<file path="src/rsq_pkg.sv">
package rsq_pkg;

  // Timing of the sequence at the free-running clock rate
  localparam int CLK_MHZ      = 100;
  localparam int PLL_RST_NS   = 200;
  localparam int DP_RST_NS    = 100;
  localparam int PLL_RST_CYC  = (PLL_RST_NS * CLK_MHZ + 999) / 1000;
  localparam int DP_RST_CYC   = (DP_RST_NS * CLK_MHZ + 999) / 1000;
  localparam int CNT_W        = 8;

  // Register map, byte addresses
  localparam logic [31:0] REG_CTRL   = 32'h0000_0000;
  localparam logic [31:0] REG_STATUS = 32'h0000_0004;
  localparam int ADDR_W = 4;

  // Control register bits, each a one-cycle request pulse
  localparam int CTRL_ALL    = 0;
  localparam int CTRL_TX_PLL = 1;
  localparam int CTRL_TX_DP  = 2;
  localparam int CTRL_RX_PLL = 3;
  localparam int CTRL_RX_DP  = 4;
  localparam int CTRL_W      = 5;

  // Status register fields
  localparam int ST_TX_LSB   = 0;
  localparam int ST_RX_LSB   = 4;
  localparam int ST_DONE_LSB = 8;
  localparam int ST_IN_LSB   = 12;

  // Synchronised input vector positions
  localparam int IN_PGOOD   = 0;
  localparam int IN_LOCK    = 1;   // +dir
  localparam int IN_RDONE   = 3;   // +dir
  localparam int IN_UACT    = 5;   // +dir
  localparam int IN_UCLK    = 7;   // +dir
  localparam int IN_ALL     = 9;
  localparam int IN_PLLREQ  = 10;  // +dir
  localparam int IN_DPREQ   = 12;  // +dir
  localparam int IN_EN      = 14;  // +dir
  localparam int IN_SHARED  = 16;
  localparam int IN_W       = 17;

  localparam logic [1:0] RESP_OKAY   = 2'h0;
  localparam logic [1:0] RESP_SLVERR = 2'h2;

  typedef enum logic [3:0] {
    ST_IDLE, ST_PWR, ST_PLL, ST_LOCK, ST_DP, ST_UCLK, ST_RDONE, ST_DONE
  } rsq_state_t;

  // Controls fanned out to the transceiver duals for one direction
  typedef struct packed {
    logic pllReset;
    logic divReset;
    logic dpReset;
    logic userReady;
  } rsq_ctl_t;

  // Status gathered from the transceiver duals for one direction
  typedef struct packed {
    logic pllLock;
    logic resetDone;
    logic userClkActive;
  } rsq_stat_t;

endpackage

</file>
<file path="src/rsq_transceiver_reset_sequencer.sv">
// The implementer's own choices: the register addresses and the AXI4-Lite slave port.
`timescale 1ns/1ps
// Contract
// - Four transmit controls from free-running clock
// - Four receive controls from free-running clock
// - Asynchronous inputs pass two-flop synchronisers
// - Transmit tie includes transmitter in full reset
// - Receive tie includes receiver in full reset
// - Shared PLL reset only once
// - Full sequence starts at global reset fall
// - Done raised only after sequence completes
// - Completion waits for user-clock-active input
module rsq_transceiver_reset_sequencer (
  input  wire logic                    clock,            // Free-running clock
  input  wire logic                    sys_rst,          // Async reset, active high
  input  wire logic                    powerGood,        // AND of dual power-good
  input  wire rsq_pkg::rsq_stat_t      txStat,           // Transmit status from duals
  input  wire rsq_pkg::rsq_stat_t      rxStat,           // Receive status from duals
  input  wire logic                    tx_master_user_clock_b, // Transmit master user clock
  input  wire logic                    rx_master_user_clock_b, // Receive master user clock
  input  wire logic                    resetAllReq,      // Global reset pulse
  input  wire logic                    txPllDpReq,       // Transmit PLL and datapath request
  input  wire logic                    txDpReq,          // Transmit datapath request
  input  wire logic                    rxPllDpReq,       // Receive PLL and datapath request
  input  wire logic                    rxDpReq,          // Receive datapath request
  input  wire logic                    txEnabledTie,     // Transmit takes part in full reset
  input  wire logic                    rxEnabledTie,     // Receive takes part in full reset
  input  wire logic                    sharedPllTie,     // One PLL serves both directions
  output rsq_pkg::rsq_ctl_t            txCtl,            // Transmit controls
  output rsq_pkg::rsq_ctl_t            rxCtl,            // Receive controls
  output logic                         txDone,           // Transmit sequence done
  output logic                         rxDone,           // Receive sequence done
  input  wire logic [rsq_pkg::ADDR_W-1:0] s_axi_awaddr,  // Write address
  input  wire logic                    s_axi_awvalid,    // Write address valid
  output logic                         s_axi_awready,    // Write address ready
  input  wire logic [31:0]             s_axi_wdata,      // Write data
  input  wire logic [3:0]              s_axi_wstrb,      // Write strobes
  input  wire logic                    s_axi_wvalid,     // Write data valid
  output logic                         s_axi_wready,     // Write data ready
  output logic [1:0]                   s_axi_bresp,      // Write response
  output logic                         s_axi_bvalid,     // Write response valid
  input  wire logic                    s_axi_bready,     // Write response ready
  input  wire logic [rsq_pkg::ADDR_W-1:0] s_axi_araddr,  // Read address
  input  wire logic                    s_axi_arvalid,    // Read address valid
  output logic                         s_axi_arready,    // Read address ready
  output logic [31:0]                  s_axi_rdata,      // Read data
  output logic [1:0]                   s_axi_rresp,      // Read response
  output logic                         s_axi_rvalid,     // Read data valid
  input  wire logic                    s_axi_rready      // Read data ready
);

  localparam logic [rsq_pkg::CNT_W-1:0] PLL_CNT = rsq_pkg::CNT_W'(rsq_pkg::PLL_RST_CYC - 1);
  localparam logic [rsq_pkg::CNT_W-1:0] DP_CNT  = rsq_pkg::CNT_W'(rsq_pkg::DP_RST_CYC - 1);

  // Every input from outside except the AXI port and sys_rst is treated as asynchronous, ties included
  logic [rsq_pkg::IN_W-1:0] rawIn;
  logic [rsq_pkg::IN_W-1:0] meta_reg;
  logic [rsq_pkg::IN_W-1:0] sync_reg;
  logic [1:0]               uclkPrev_reg;

  assign rawIn = {sharedPllTie, rxEnabledTie, txEnabledTie, rxDpReq, txDpReq,
                  rxPllDpReq, txPllDpReq, resetAllReq,
                  rx_master_user_clock_b, tx_master_user_clock_b,
                  rxStat.userClkActive, txStat.userClkActive,
                  rxStat.resetDone, txStat.resetDone,
                  rxStat.pllLock, txStat.pllLock, powerGood};

  always_ff @(posedge clock or posedge sys_rst) begin
    if (sys_rst) begin
      meta_reg     <= '0;
      sync_reg     <= '0;
      uclkPrev_reg <= '0;
    end else begin
      meta_reg     <= rawIn;
      sync_reg     <= meta_reg;
      uclkPrev_reg <= sync_reg[rsq_pkg::IN_UCLK +: 2];
    end
  end

  // Register-bus request pulses
  logic [rsq_pkg::CTRL_W-1:0] ctrlPulse_reg;

  wire       pwrGood  = sync_reg[rsq_pkg::IN_PGOOD];
  wire [1:0] lockIn   = sync_reg[rsq_pkg::IN_LOCK +: 2];
  wire [1:0] rdoneIn  = sync_reg[rsq_pkg::IN_RDONE +: 2];
  wire [1:0] uactIn   = sync_reg[rsq_pkg::IN_UACT +: 2];
  wire [1:0] uclkEdge = sync_reg[rsq_pkg::IN_UCLK +: 2] ^ uclkPrev_reg;
  wire [1:0] enTie    = sync_reg[rsq_pkg::IN_EN +: 2];
  wire       shared   = sync_reg[rsq_pkg::IN_SHARED];
  // Global reset held high keeps the sequence parked; release is the start
  wire       allLvl   = sync_reg[rsq_pkg::IN_ALL] | ctrlPulse_reg[rsq_pkg::CTRL_ALL];
  wire [1:0] pllReq   = sync_reg[rsq_pkg::IN_PLLREQ +: 2]
                      | {ctrlPulse_reg[rsq_pkg::CTRL_RX_PLL], ctrlPulse_reg[rsq_pkg::CTRL_TX_PLL]};
  wire [1:0] dpReq    = sync_reg[rsq_pkg::IN_DPREQ +: 2]
                      | {ctrlPulse_reg[rsq_pkg::CTRL_RX_DP], ctrlPulse_reg[rsq_pkg::CTRL_TX_DP]};

  rsq_pkg::rsq_state_t       st_reg   [2];
  rsq_pkg::rsq_state_t       stNext   [2];
  logic [rsq_pkg::CNT_W-1:0] cnt_reg  [2];
  logic [rsq_pkg::CNT_W-1:0] cntNext  [2];
  logic [1:0]                skip_reg;
  logic [1:0]                skipNext;
  logic [1:0]                full_reg;
  logic [1:0]                fullNext;
  logic [1:0]                seen_reg;
  logic [1:0]                seenNext;
  rsq_pkg::rsq_ctl_t         ctl_reg  [2];
  rsq_pkg::rsq_ctl_t         ctlNext  [2];
  logic [1:0]                done_reg;

  for (genvar d = 0; d < 2; d++) begin : g_dir
    always_comb begin
      stNext[d]   = st_reg[d];
      cntNext[d]  = cnt_reg[d];
      skipNext[d] = skip_reg[d];
      fullNext[d] = full_reg[d];
      seenNext[d] = seen_reg[d] | uclkEdge[d];
      if (allLvl && enTie[d]) begin
        stNext[d]   = rsq_pkg::ST_PWR;
        fullNext[d] = 1'b1;
        // Receive side leaves a shared PLL to the transmit side when the transmit side takes part
        skipNext[d] = (d == 1) && shared && enTie[0];
      end else if (pllReq[d]) begin
        stNext[d]   = rsq_pkg::ST_PWR;
        fullNext[d] = 1'b1;
        skipNext[d] = 1'b0;
      end else if (dpReq[d]) begin
        stNext[d]   = rsq_pkg::ST_DP;
        cntNext[d]  = DP_CNT;
        fullNext[d] = 1'b0;
        skipNext[d] = 1'b0;
      end else begin
        unique case (st_reg[d])
          rsq_pkg::ST_IDLE, rsq_pkg::ST_DONE: begin
          end
          rsq_pkg::ST_PWR: begin
            if (pwrGood) begin
              stNext[d]  = rsq_pkg::ST_PLL; // Skipped PLL waits the hold too: no stale lock
              cntNext[d] = PLL_CNT;
            end
          end
          rsq_pkg::ST_PLL: begin
            if (cnt_reg[d] == '0) stNext[d] = rsq_pkg::ST_LOCK;
            else cntNext[d] = cnt_reg[d] - 1'b1;
          end
          rsq_pkg::ST_LOCK: begin
            if (lockIn[d]) begin
              stNext[d]  = rsq_pkg::ST_DP;
              cntNext[d] = DP_CNT;
            end
          end
          rsq_pkg::ST_DP: begin
            if (cnt_reg[d] == '0) begin
              stNext[d]   = rsq_pkg::ST_UCLK;
              seenNext[d] = uclkEdge[d];
            end else begin
              cntNext[d] = cnt_reg[d] - 1'b1;
            end
          end
          rsq_pkg::ST_UCLK: begin
            if (uactIn[d] && seen_reg[d]) stNext[d] = rsq_pkg::ST_RDONE;
          end
          rsq_pkg::ST_RDONE: begin
            if (rdoneIn[d]) stNext[d] = rsq_pkg::ST_DONE;
          end
        endcase
      end
      ctlNext[d].pllReset  = !skipNext[d] && (stNext[d] == rsq_pkg::ST_PWR
                             || stNext[d] == rsq_pkg::ST_PLL);
      ctlNext[d].divReset  = (stNext[d] == rsq_pkg::ST_PWR) || (stNext[d] == rsq_pkg::ST_PLL)
                             || (stNext[d] == rsq_pkg::ST_LOCK)
                             || (stNext[d] == rsq_pkg::ST_DP && fullNext[d]);
      ctlNext[d].dpReset   = (stNext[d] == rsq_pkg::ST_PWR) || (stNext[d] == rsq_pkg::ST_PLL)
                             || (stNext[d] == rsq_pkg::ST_LOCK) || (stNext[d] == rsq_pkg::ST_DP);
      ctlNext[d].userReady = (stNext[d] == rsq_pkg::ST_RDONE) || (stNext[d] == rsq_pkg::ST_DONE);
    end

    always_ff @(posedge clock or posedge sys_rst) begin
      if (sys_rst) begin
        st_reg[d]   <= rsq_pkg::ST_IDLE;
        cnt_reg[d]  <= '0;
        skip_reg[d] <= 1'b0;
        full_reg[d] <= 1'b0;
        seen_reg[d] <= 1'b0;
        ctl_reg[d]  <= '0;
        done_reg[d] <= 1'b0;
      end else begin
        st_reg[d]   <= stNext[d];
        cnt_reg[d]  <= cntNext[d];
        skip_reg[d] <= skipNext[d];
        full_reg[d] <= fullNext[d];
        seen_reg[d] <= seenNext[d];
        ctl_reg[d]  <= ctlNext[d];
        done_reg[d] <= (stNext[d] == rsq_pkg::ST_DONE);
      end
    end
  end

  assign txCtl  = ctl_reg[0];
  assign rxCtl  = ctl_reg[1];
  assign txDone = done_reg[0];
  assign rxDone = done_reg[1];

  // AXI4-Lite slave, one write and one read in flight
  logic                      awready_reg;
  logic                      wready_reg;
  logic                      bvalid_reg;
  logic [1:0]                bresp_reg;
  logic                      arready_reg;
  logic                      rvalid_reg;
  logic [1:0]                rresp_reg;
  logic [31:0]               rdata_reg;
  logic [rsq_pkg::ADDR_W-1:0] awaddr_reg;
  logic [31:0]               wdata_reg;
  logic                      wlane0_reg;

  wire  doWrite  = !awready_reg && !wready_reg && !bvalid_reg;
  wire  wrCtrl   = awaddr_reg == rsq_pkg::REG_CTRL[rsq_pkg::ADDR_W-1:0];
  wire  wrStat   = awaddr_reg == rsq_pkg::REG_STATUS[rsq_pkg::ADDR_W-1:0];
  wire  rdCtrl   = s_axi_araddr == rsq_pkg::REG_CTRL[rsq_pkg::ADDR_W-1:0];
  wire  rdStat   = s_axi_araddr == rsq_pkg::REG_STATUS[rsq_pkg::ADDR_W-1:0];
  wire  [31:0] statusWord;

  assign statusWord = {15'h0000, sync_reg[rsq_pkg::IN_PGOOD +: 5],
                       2'h0, done_reg,
                       st_reg[1], st_reg[0]};

  always_ff @(posedge clock or posedge sys_rst) begin
    if (sys_rst) begin
      awready_reg   <= 1'b1;
      wready_reg    <= 1'b1;
      bvalid_reg    <= 1'b0;
      bresp_reg     <= rsq_pkg::RESP_OKAY;
      awaddr_reg    <= '0;
      wdata_reg     <= '0;
      wlane0_reg    <= 1'b0;
      ctrlPulse_reg <= '0;
    end else begin
      ctrlPulse_reg <= '0;
      if (s_axi_awvalid && awready_reg) begin
        awaddr_reg  <= s_axi_awaddr;
        awready_reg <= 1'b0;
      end
      if (s_axi_wvalid && wready_reg) begin
        wdata_reg  <= s_axi_wdata;
        wlane0_reg <= s_axi_wstrb[0];
        wready_reg <= 1'b0;
      end
      if (doWrite) begin
        bvalid_reg <= 1'b1;
        bresp_reg  <= (wrCtrl || wrStat) ? rsq_pkg::RESP_OKAY : rsq_pkg::RESP_SLVERR;
        // Writes pulse requests; nothing is stored, so a stuck bit cannot hold a reset
        if (wrCtrl && wlane0_reg) ctrlPulse_reg <= wdata_reg[rsq_pkg::CTRL_W-1:0];
      end
      if (bvalid_reg && s_axi_bready) begin
        bvalid_reg  <= 1'b0;
        awready_reg <= 1'b1;
        wready_reg  <= 1'b1;
      end
    end
  end

  always_ff @(posedge clock or posedge sys_rst) begin
    if (sys_rst) begin
      arready_reg <= 1'b1;
      rvalid_reg  <= 1'b0;
      rresp_reg   <= rsq_pkg::RESP_OKAY;
      rdata_reg   <= '0;
    end else if (s_axi_arvalid && arready_reg) begin
      arready_reg <= 1'b0;
      rvalid_reg  <= 1'b1;
      rresp_reg   <= (rdCtrl || rdStat) ? rsq_pkg::RESP_OKAY : rsq_pkg::RESP_SLVERR;
      rdata_reg   <= rdStat ? statusWord : 32'h0000_0000;
    end else if (rvalid_reg && s_axi_rready) begin
      rvalid_reg  <= 1'b0;
      arready_reg <= 1'b1;
    end
  end

  assign s_axi_awready = awready_reg;
  assign s_axi_wready  = wready_reg;
  assign s_axi_bvalid  = bvalid_reg;
  assign s_axi_bresp   = bresp_reg;
  assign s_axi_arready = arready_reg;
  assign s_axi_rvalid  = rvalid_reg;
  assign s_axi_rresp   = rresp_reg;
  assign s_axi_rdata   = rdata_reg;

endmodule

</file>
<file path="config.mk">
export PLATFORM = sky130hd
export DESIGN_NAME = rsq_transceiver_reset_sequencer
export DESIGN_NICKNAME = d
export VERILOG_FILES = /design/src/rsq_pkg.sv /design/src/rsq_transceiver_reset_sequencer.sv
export SDC_FILE = /design/constraint.sdc
export NUM_CORES = 1
export LEC_CHECK = 0
export BUFFER_PORTS_ARGS = -buffer_cell sky130_fd_sc_hd__buf_2
export CAP_MARGIN = 10
export CORE_MARGIN = 1.5
export CORE_UTILIZATION = 60
export CTS_BUF_LIST = sky130_fd_sc_hd__clkbuf_2
export DETAILED_ROUTE_END_ITERATION = 10
export HOLD_SLACK_MARGIN = 0.06
export PLACE_DENSITY = 0.95
export SETUP_SLACK_MARGIN = 0.3
export SYNTH_ARGS = -nofsm -noshare
export SYNTH_HDL_FRONTEND = slang
export SYNTH_SLANG_ARGS = --single-unit
</file>
<file path="constraint.sdc">
create_clock -name clock -period 5.7 [get_ports clock]
set_input_delay 1.14 -clock clock [delete_from_list [all_inputs] [get_ports clock]]
set_output_delay 1.14 -clock clock [all_outputs]
set_load 0.01 [all_outputs]
</file>
==> flow_metrics.py <==
metrics = {
    "setup_path": {
        "r2r.worst_path.cells": 8,
        "critPathCaptureType": "flop",
        "reg2reg_setup_slack_ns": 2.98,
        "critPathRequiredTime_ns": 6.19,
        "cp-start-kind": "flop",
        "critical_path.endpoint": "cnt_reg[5]",
        "worstPathMaxFanout": 14,
        "rr_startpoint": "cnt_reg[0]",
        "worst-setup-path-type": "flop to flop",
        "timing.rr.end": "cnt_reg[5]",
        "worstSetupStartpoint": "cnt_reg[0]",
        "cp_data_arrival_time_ns": 3.21,
    },
    "routing": {
        "wl_met1_um": 3940,
        "met2_length_um": 4460,
        "drt-wirelength-per-cell_um": 15.2,
        "antenna_violating_nets_post_route": 0,
        "detail_route.first_pass.iterations": 6,
        "highest_layer": "met4",
        "detail_route.drc_violations": 0,
        "1st_iter_drt_viols": 169,
        "vias_per_cell": 5.64,
        "routed_wirelength_um": 9160,
        "route.vias.total": 3397,
        "met3RoutedLength_um": 659,
    },
    "cells_and_area": {
        "seq_area_um2": 2830,
        "nNetsFinal": 557,
        "multi_input_logic_area_um2": 1850,
        "finish.cell_count_without_fillers": 602,
        "antenna_cells_inserted": 0,
        "n_fill_cell": 565,
        "synthToLayoutAreaGrowth_pct": 12.6,
        "drive_above_1_share_pct": 28.2,
        "finalInstanceArea_um2": 5510,
    },
    "clocking": {
        "clock_insertion_delay_worst_skew_ns": 0.63,
        "holdBufCountCts": 0,
        "cts.sinks": 113,
        "post-cts-setup-buffer-count": 0,
        "cts.clk_slew.worst_paths_ns": 0.21,
        "ctsLongestPathBuffers": 2,
        "clock_tree.root_cell": "sky130_fd_sc_hd__clkbuf_2",
        "tritoncts_clock_tree": "done",
        "h-tree-depth": 4,
        "numCtsBuffers": 17,
        "post_cts.resized_instances": 0,
    },
    "floorplanning": {
        "die_h_um": 93.4,
        "start_util_pct": 62.7,
        "width_of_the_chip_um": 93.4,
        "io_pins": 119,
        "placement_rows": 32,
        "core_um2": 7810,
        "fp.dieArea_um2": 8720,
    },
    "synth": {
        "postSynthRegisterBits": 113,
        "top_reg_cell_synth": "sky130_fd_sc_hd__dfrtp_1",
        "mappedNetlistArea_um2": 4900,
        "synth.yosys.warnings": 0,
        "syn-instance-count": 415,
        "avgSynthCellArea_um2": 11.8,
        "postSynth.asyncResetShare_pct": 100,
        "synth_edf_count": 0,
        "synth_cell_type_count": 72,
        "yosysSeqAreaShare_pct": 57.8,
    },
    "global_route": {
        "grt_pass1_vias": 3286,
        "grt_max_degree": 71,
        "grt_antenna_before_repair": 0,
        "grt_overflow_total": 0,
        "grtUsageTotal_pct": 23.0,
        "grt_first_pass_wirelength_um": 15400,
    },
    "timing": {
        "hold_viol": 0,
        "clock_skew_ns": 0.0435,
        "maxSlewViolCount": 0,
        "setup_violations": 0,
        "setup_total_negative_slack_ns": 0,
        "period_needed_ns": 2.72,
        "grt_setup_unrepaired": "no",
        "fin_crit_sh_pct": 47.7,
        "worst_pin_slew_ns": 0.840,
        "final.setup.worst_slack_ns": 2.98,
        "fmax_ghz": 0.368,
        "slew_headroom_pct": 43.8,
    },
    "place": {
        "dpl_cell_area_um2": 5210,
        "hpwl_um": 6450,
        "dp.cells": 570,
        "io_buffer_count": 69,
        "gp_routability_congestion": 0.901,
        "place_ws_ns": 3.08,
    },
    "hold_path": {
        "min-delay-path-class": "flop to flop",
    },
    "power_and_ir_drop": {
        "power.density_cell_area_nw_per_um2": 349,
        "vdd_ir_drop_max_uv": 239,
        "power_leakage_nw": 2.60,
    },
    "run_status": {
        "run_status": "completed",
    },
    "job": {
        "cap_viol_max_count": 0,
    },
}
synthesized netlist by cell type (5+ instances only):
cell / instances / area share [%]
sky130_fd_sc_hd__clkbuf_1: 5 / 0.38
sky130_fd_sc_hd__nand2_1: 31 / 2.4
sky130_fd_sc_hd__o21ai_0: 14 / 1.4
sky130_fd_sc_hd__o21a_1: 5 / 0.77
sky130_fd_sc_hd__xnor2_1: 6 / 1.1
sky130_fd_sc_hd__nor2_1: 30 / 2.3
sky130_fd_sc_hd__a22o_1: 17 / 3.0
sky130_fd_sc_hd__inv_1: 13 / 1.0
sky130_fd_sc_hd__mux2_2: 10 / 2.3
sky130_fd_sc_hd__nor2b_1: 6 / 0.77
sky130_fd_sc_hd__nand3_1: 5 / 0.51
sky130_fd_sc_hd__and2_1: 11 / 1.4
sky130_fd_sc_hd__dfrtp_1: 110 / 56
sky130_fd_sc_hd__buf_4: 23 / 3.5
sky130_fd_sc_hd__a21oi_1: 12 / 1.2
sky130_fd_sc_hd__nand2b_1: 9 / 1.1
sky130_fd_sc_hd__nor3_1: 6 / 0.61
power breakdown:
part           total (W)  switching, W  internal (W)
sequential      0.000981     0.0000764      0.000904
clock           0.000640      0.000337      0.000303
combinational   0.000305      0.000163      0.000142
worst max-delay path, stage by stage (launching register included):
cell and delay (ns):
sky130_fd_sc_hd__dfrtp_1 0.46, sky130_fd_sc_hd__inv_1 0.06, sky130_fd_sc_hd__ha_1 0.24, sky130_fd_sc_hd__or3b_1 0.26
sky130_fd_sc_hd__nor3_2 0.08, sky130_fd_sc_hd__and3_1 0.22, sky130_fd_sc_hd__a2111oi_4 0.74, sky130_fd_sc_hd__nand3b_1 0.17
sky130_fd_sc_hd__mux2_1 0.36
cell usage in the layout (no fill, tap or decap), types with 10 or more instances in the layout:
| cell type | netlist | routed |
|---|---|---|
| sky130_fd_sc_hd__a22o_1 | 17 | 17 |
| sky130_fd_sc_hd__a21oi_1 | 12 | 12 |
| sky130_fd_sc_hd__inv_1 | 13 | 12 |
| sky130_fd_sc_hd__nor2_1 | 30 | 30 |
| sky130_fd_sc_hd__o21ai_0 | 14 | 14 |
| sky130_fd_sc_hd__mux2_2 | 10 | 10 |
| sky130_fd_sc_hd__dfrtp_1 | 110 | 110 |
| sky130_fd_sc_hd__and2_1 | 11 | 11 |
| sky130_fd_sc_hd__nand2_1 | 31 | 31 |
| sky130_fd_sc_hd__buf_2 | 4 | 69 |
| sky130_fd_sc_hd__conb_1 | 1 | 19 |
| sky130_fd_sc_hd__clkbuf_2 | 0 | 17 |
metal layers:
metal	GRT usage (%)	vias up
met4	9.09	0
met2	36.7	146
li1	-	1588
met3	6.02	14
met1	30.1	1649
met5	0	-
stage by stage:
stage	hold slack, ns	utilization, %	power (W)
detailed placement	0.336	66.7	0.00130
CTS	0.375	70.6	0.00194
floorplan	0.331	-	0.00121
finish	0.364	70.6	0.00193
global route	0.379	70.6	0.00203
global placement	0.333	66.7	0.00128
cell families after synthesis:
family	count (synthesis)	share of synthesized area, %
buffers and inverters	48	5.85
flip-flops	113	57.8
AO/OA/AOI/OAI	94	16.0
multiplexers	16	3.60
adder cells (fa/ha/maj)	2	0.511
XOR/XNOR	8	1.43
AND/OR/NAND/NOR	133	14.7
other	1	0.0766
cell type report:
type,count,area share (%)
multi-input cells,272,33.5
clock inverters,15,3.95
inverters,13,0.930
flip-flops and latches,113,51.4
well taps,102,2.31
clock buffers,17,1.54
repair buffers,70,6.40
worst min path at each step:
stage                             from      endpoint  slack [ns]  depth (start not counted)
after floorplan            meta_reg[0]   sync_reg[0]        0.33                          0
after global placement    meta_reg[13]  sync_reg[13]        0.33                          0
after detailed placement   meta_reg[9]   sync_reg[9]        0.34                          0
after CTS                  meta_reg[8]   sync_reg[8]        0.38                          0
after global routing       meta_reg[8]   sync_reg[8]        0.38                          0
final                      meta_reg[8]   sync_reg[8]        0.36                          0
Note: power is estimated with default switching activity, not from simulation.
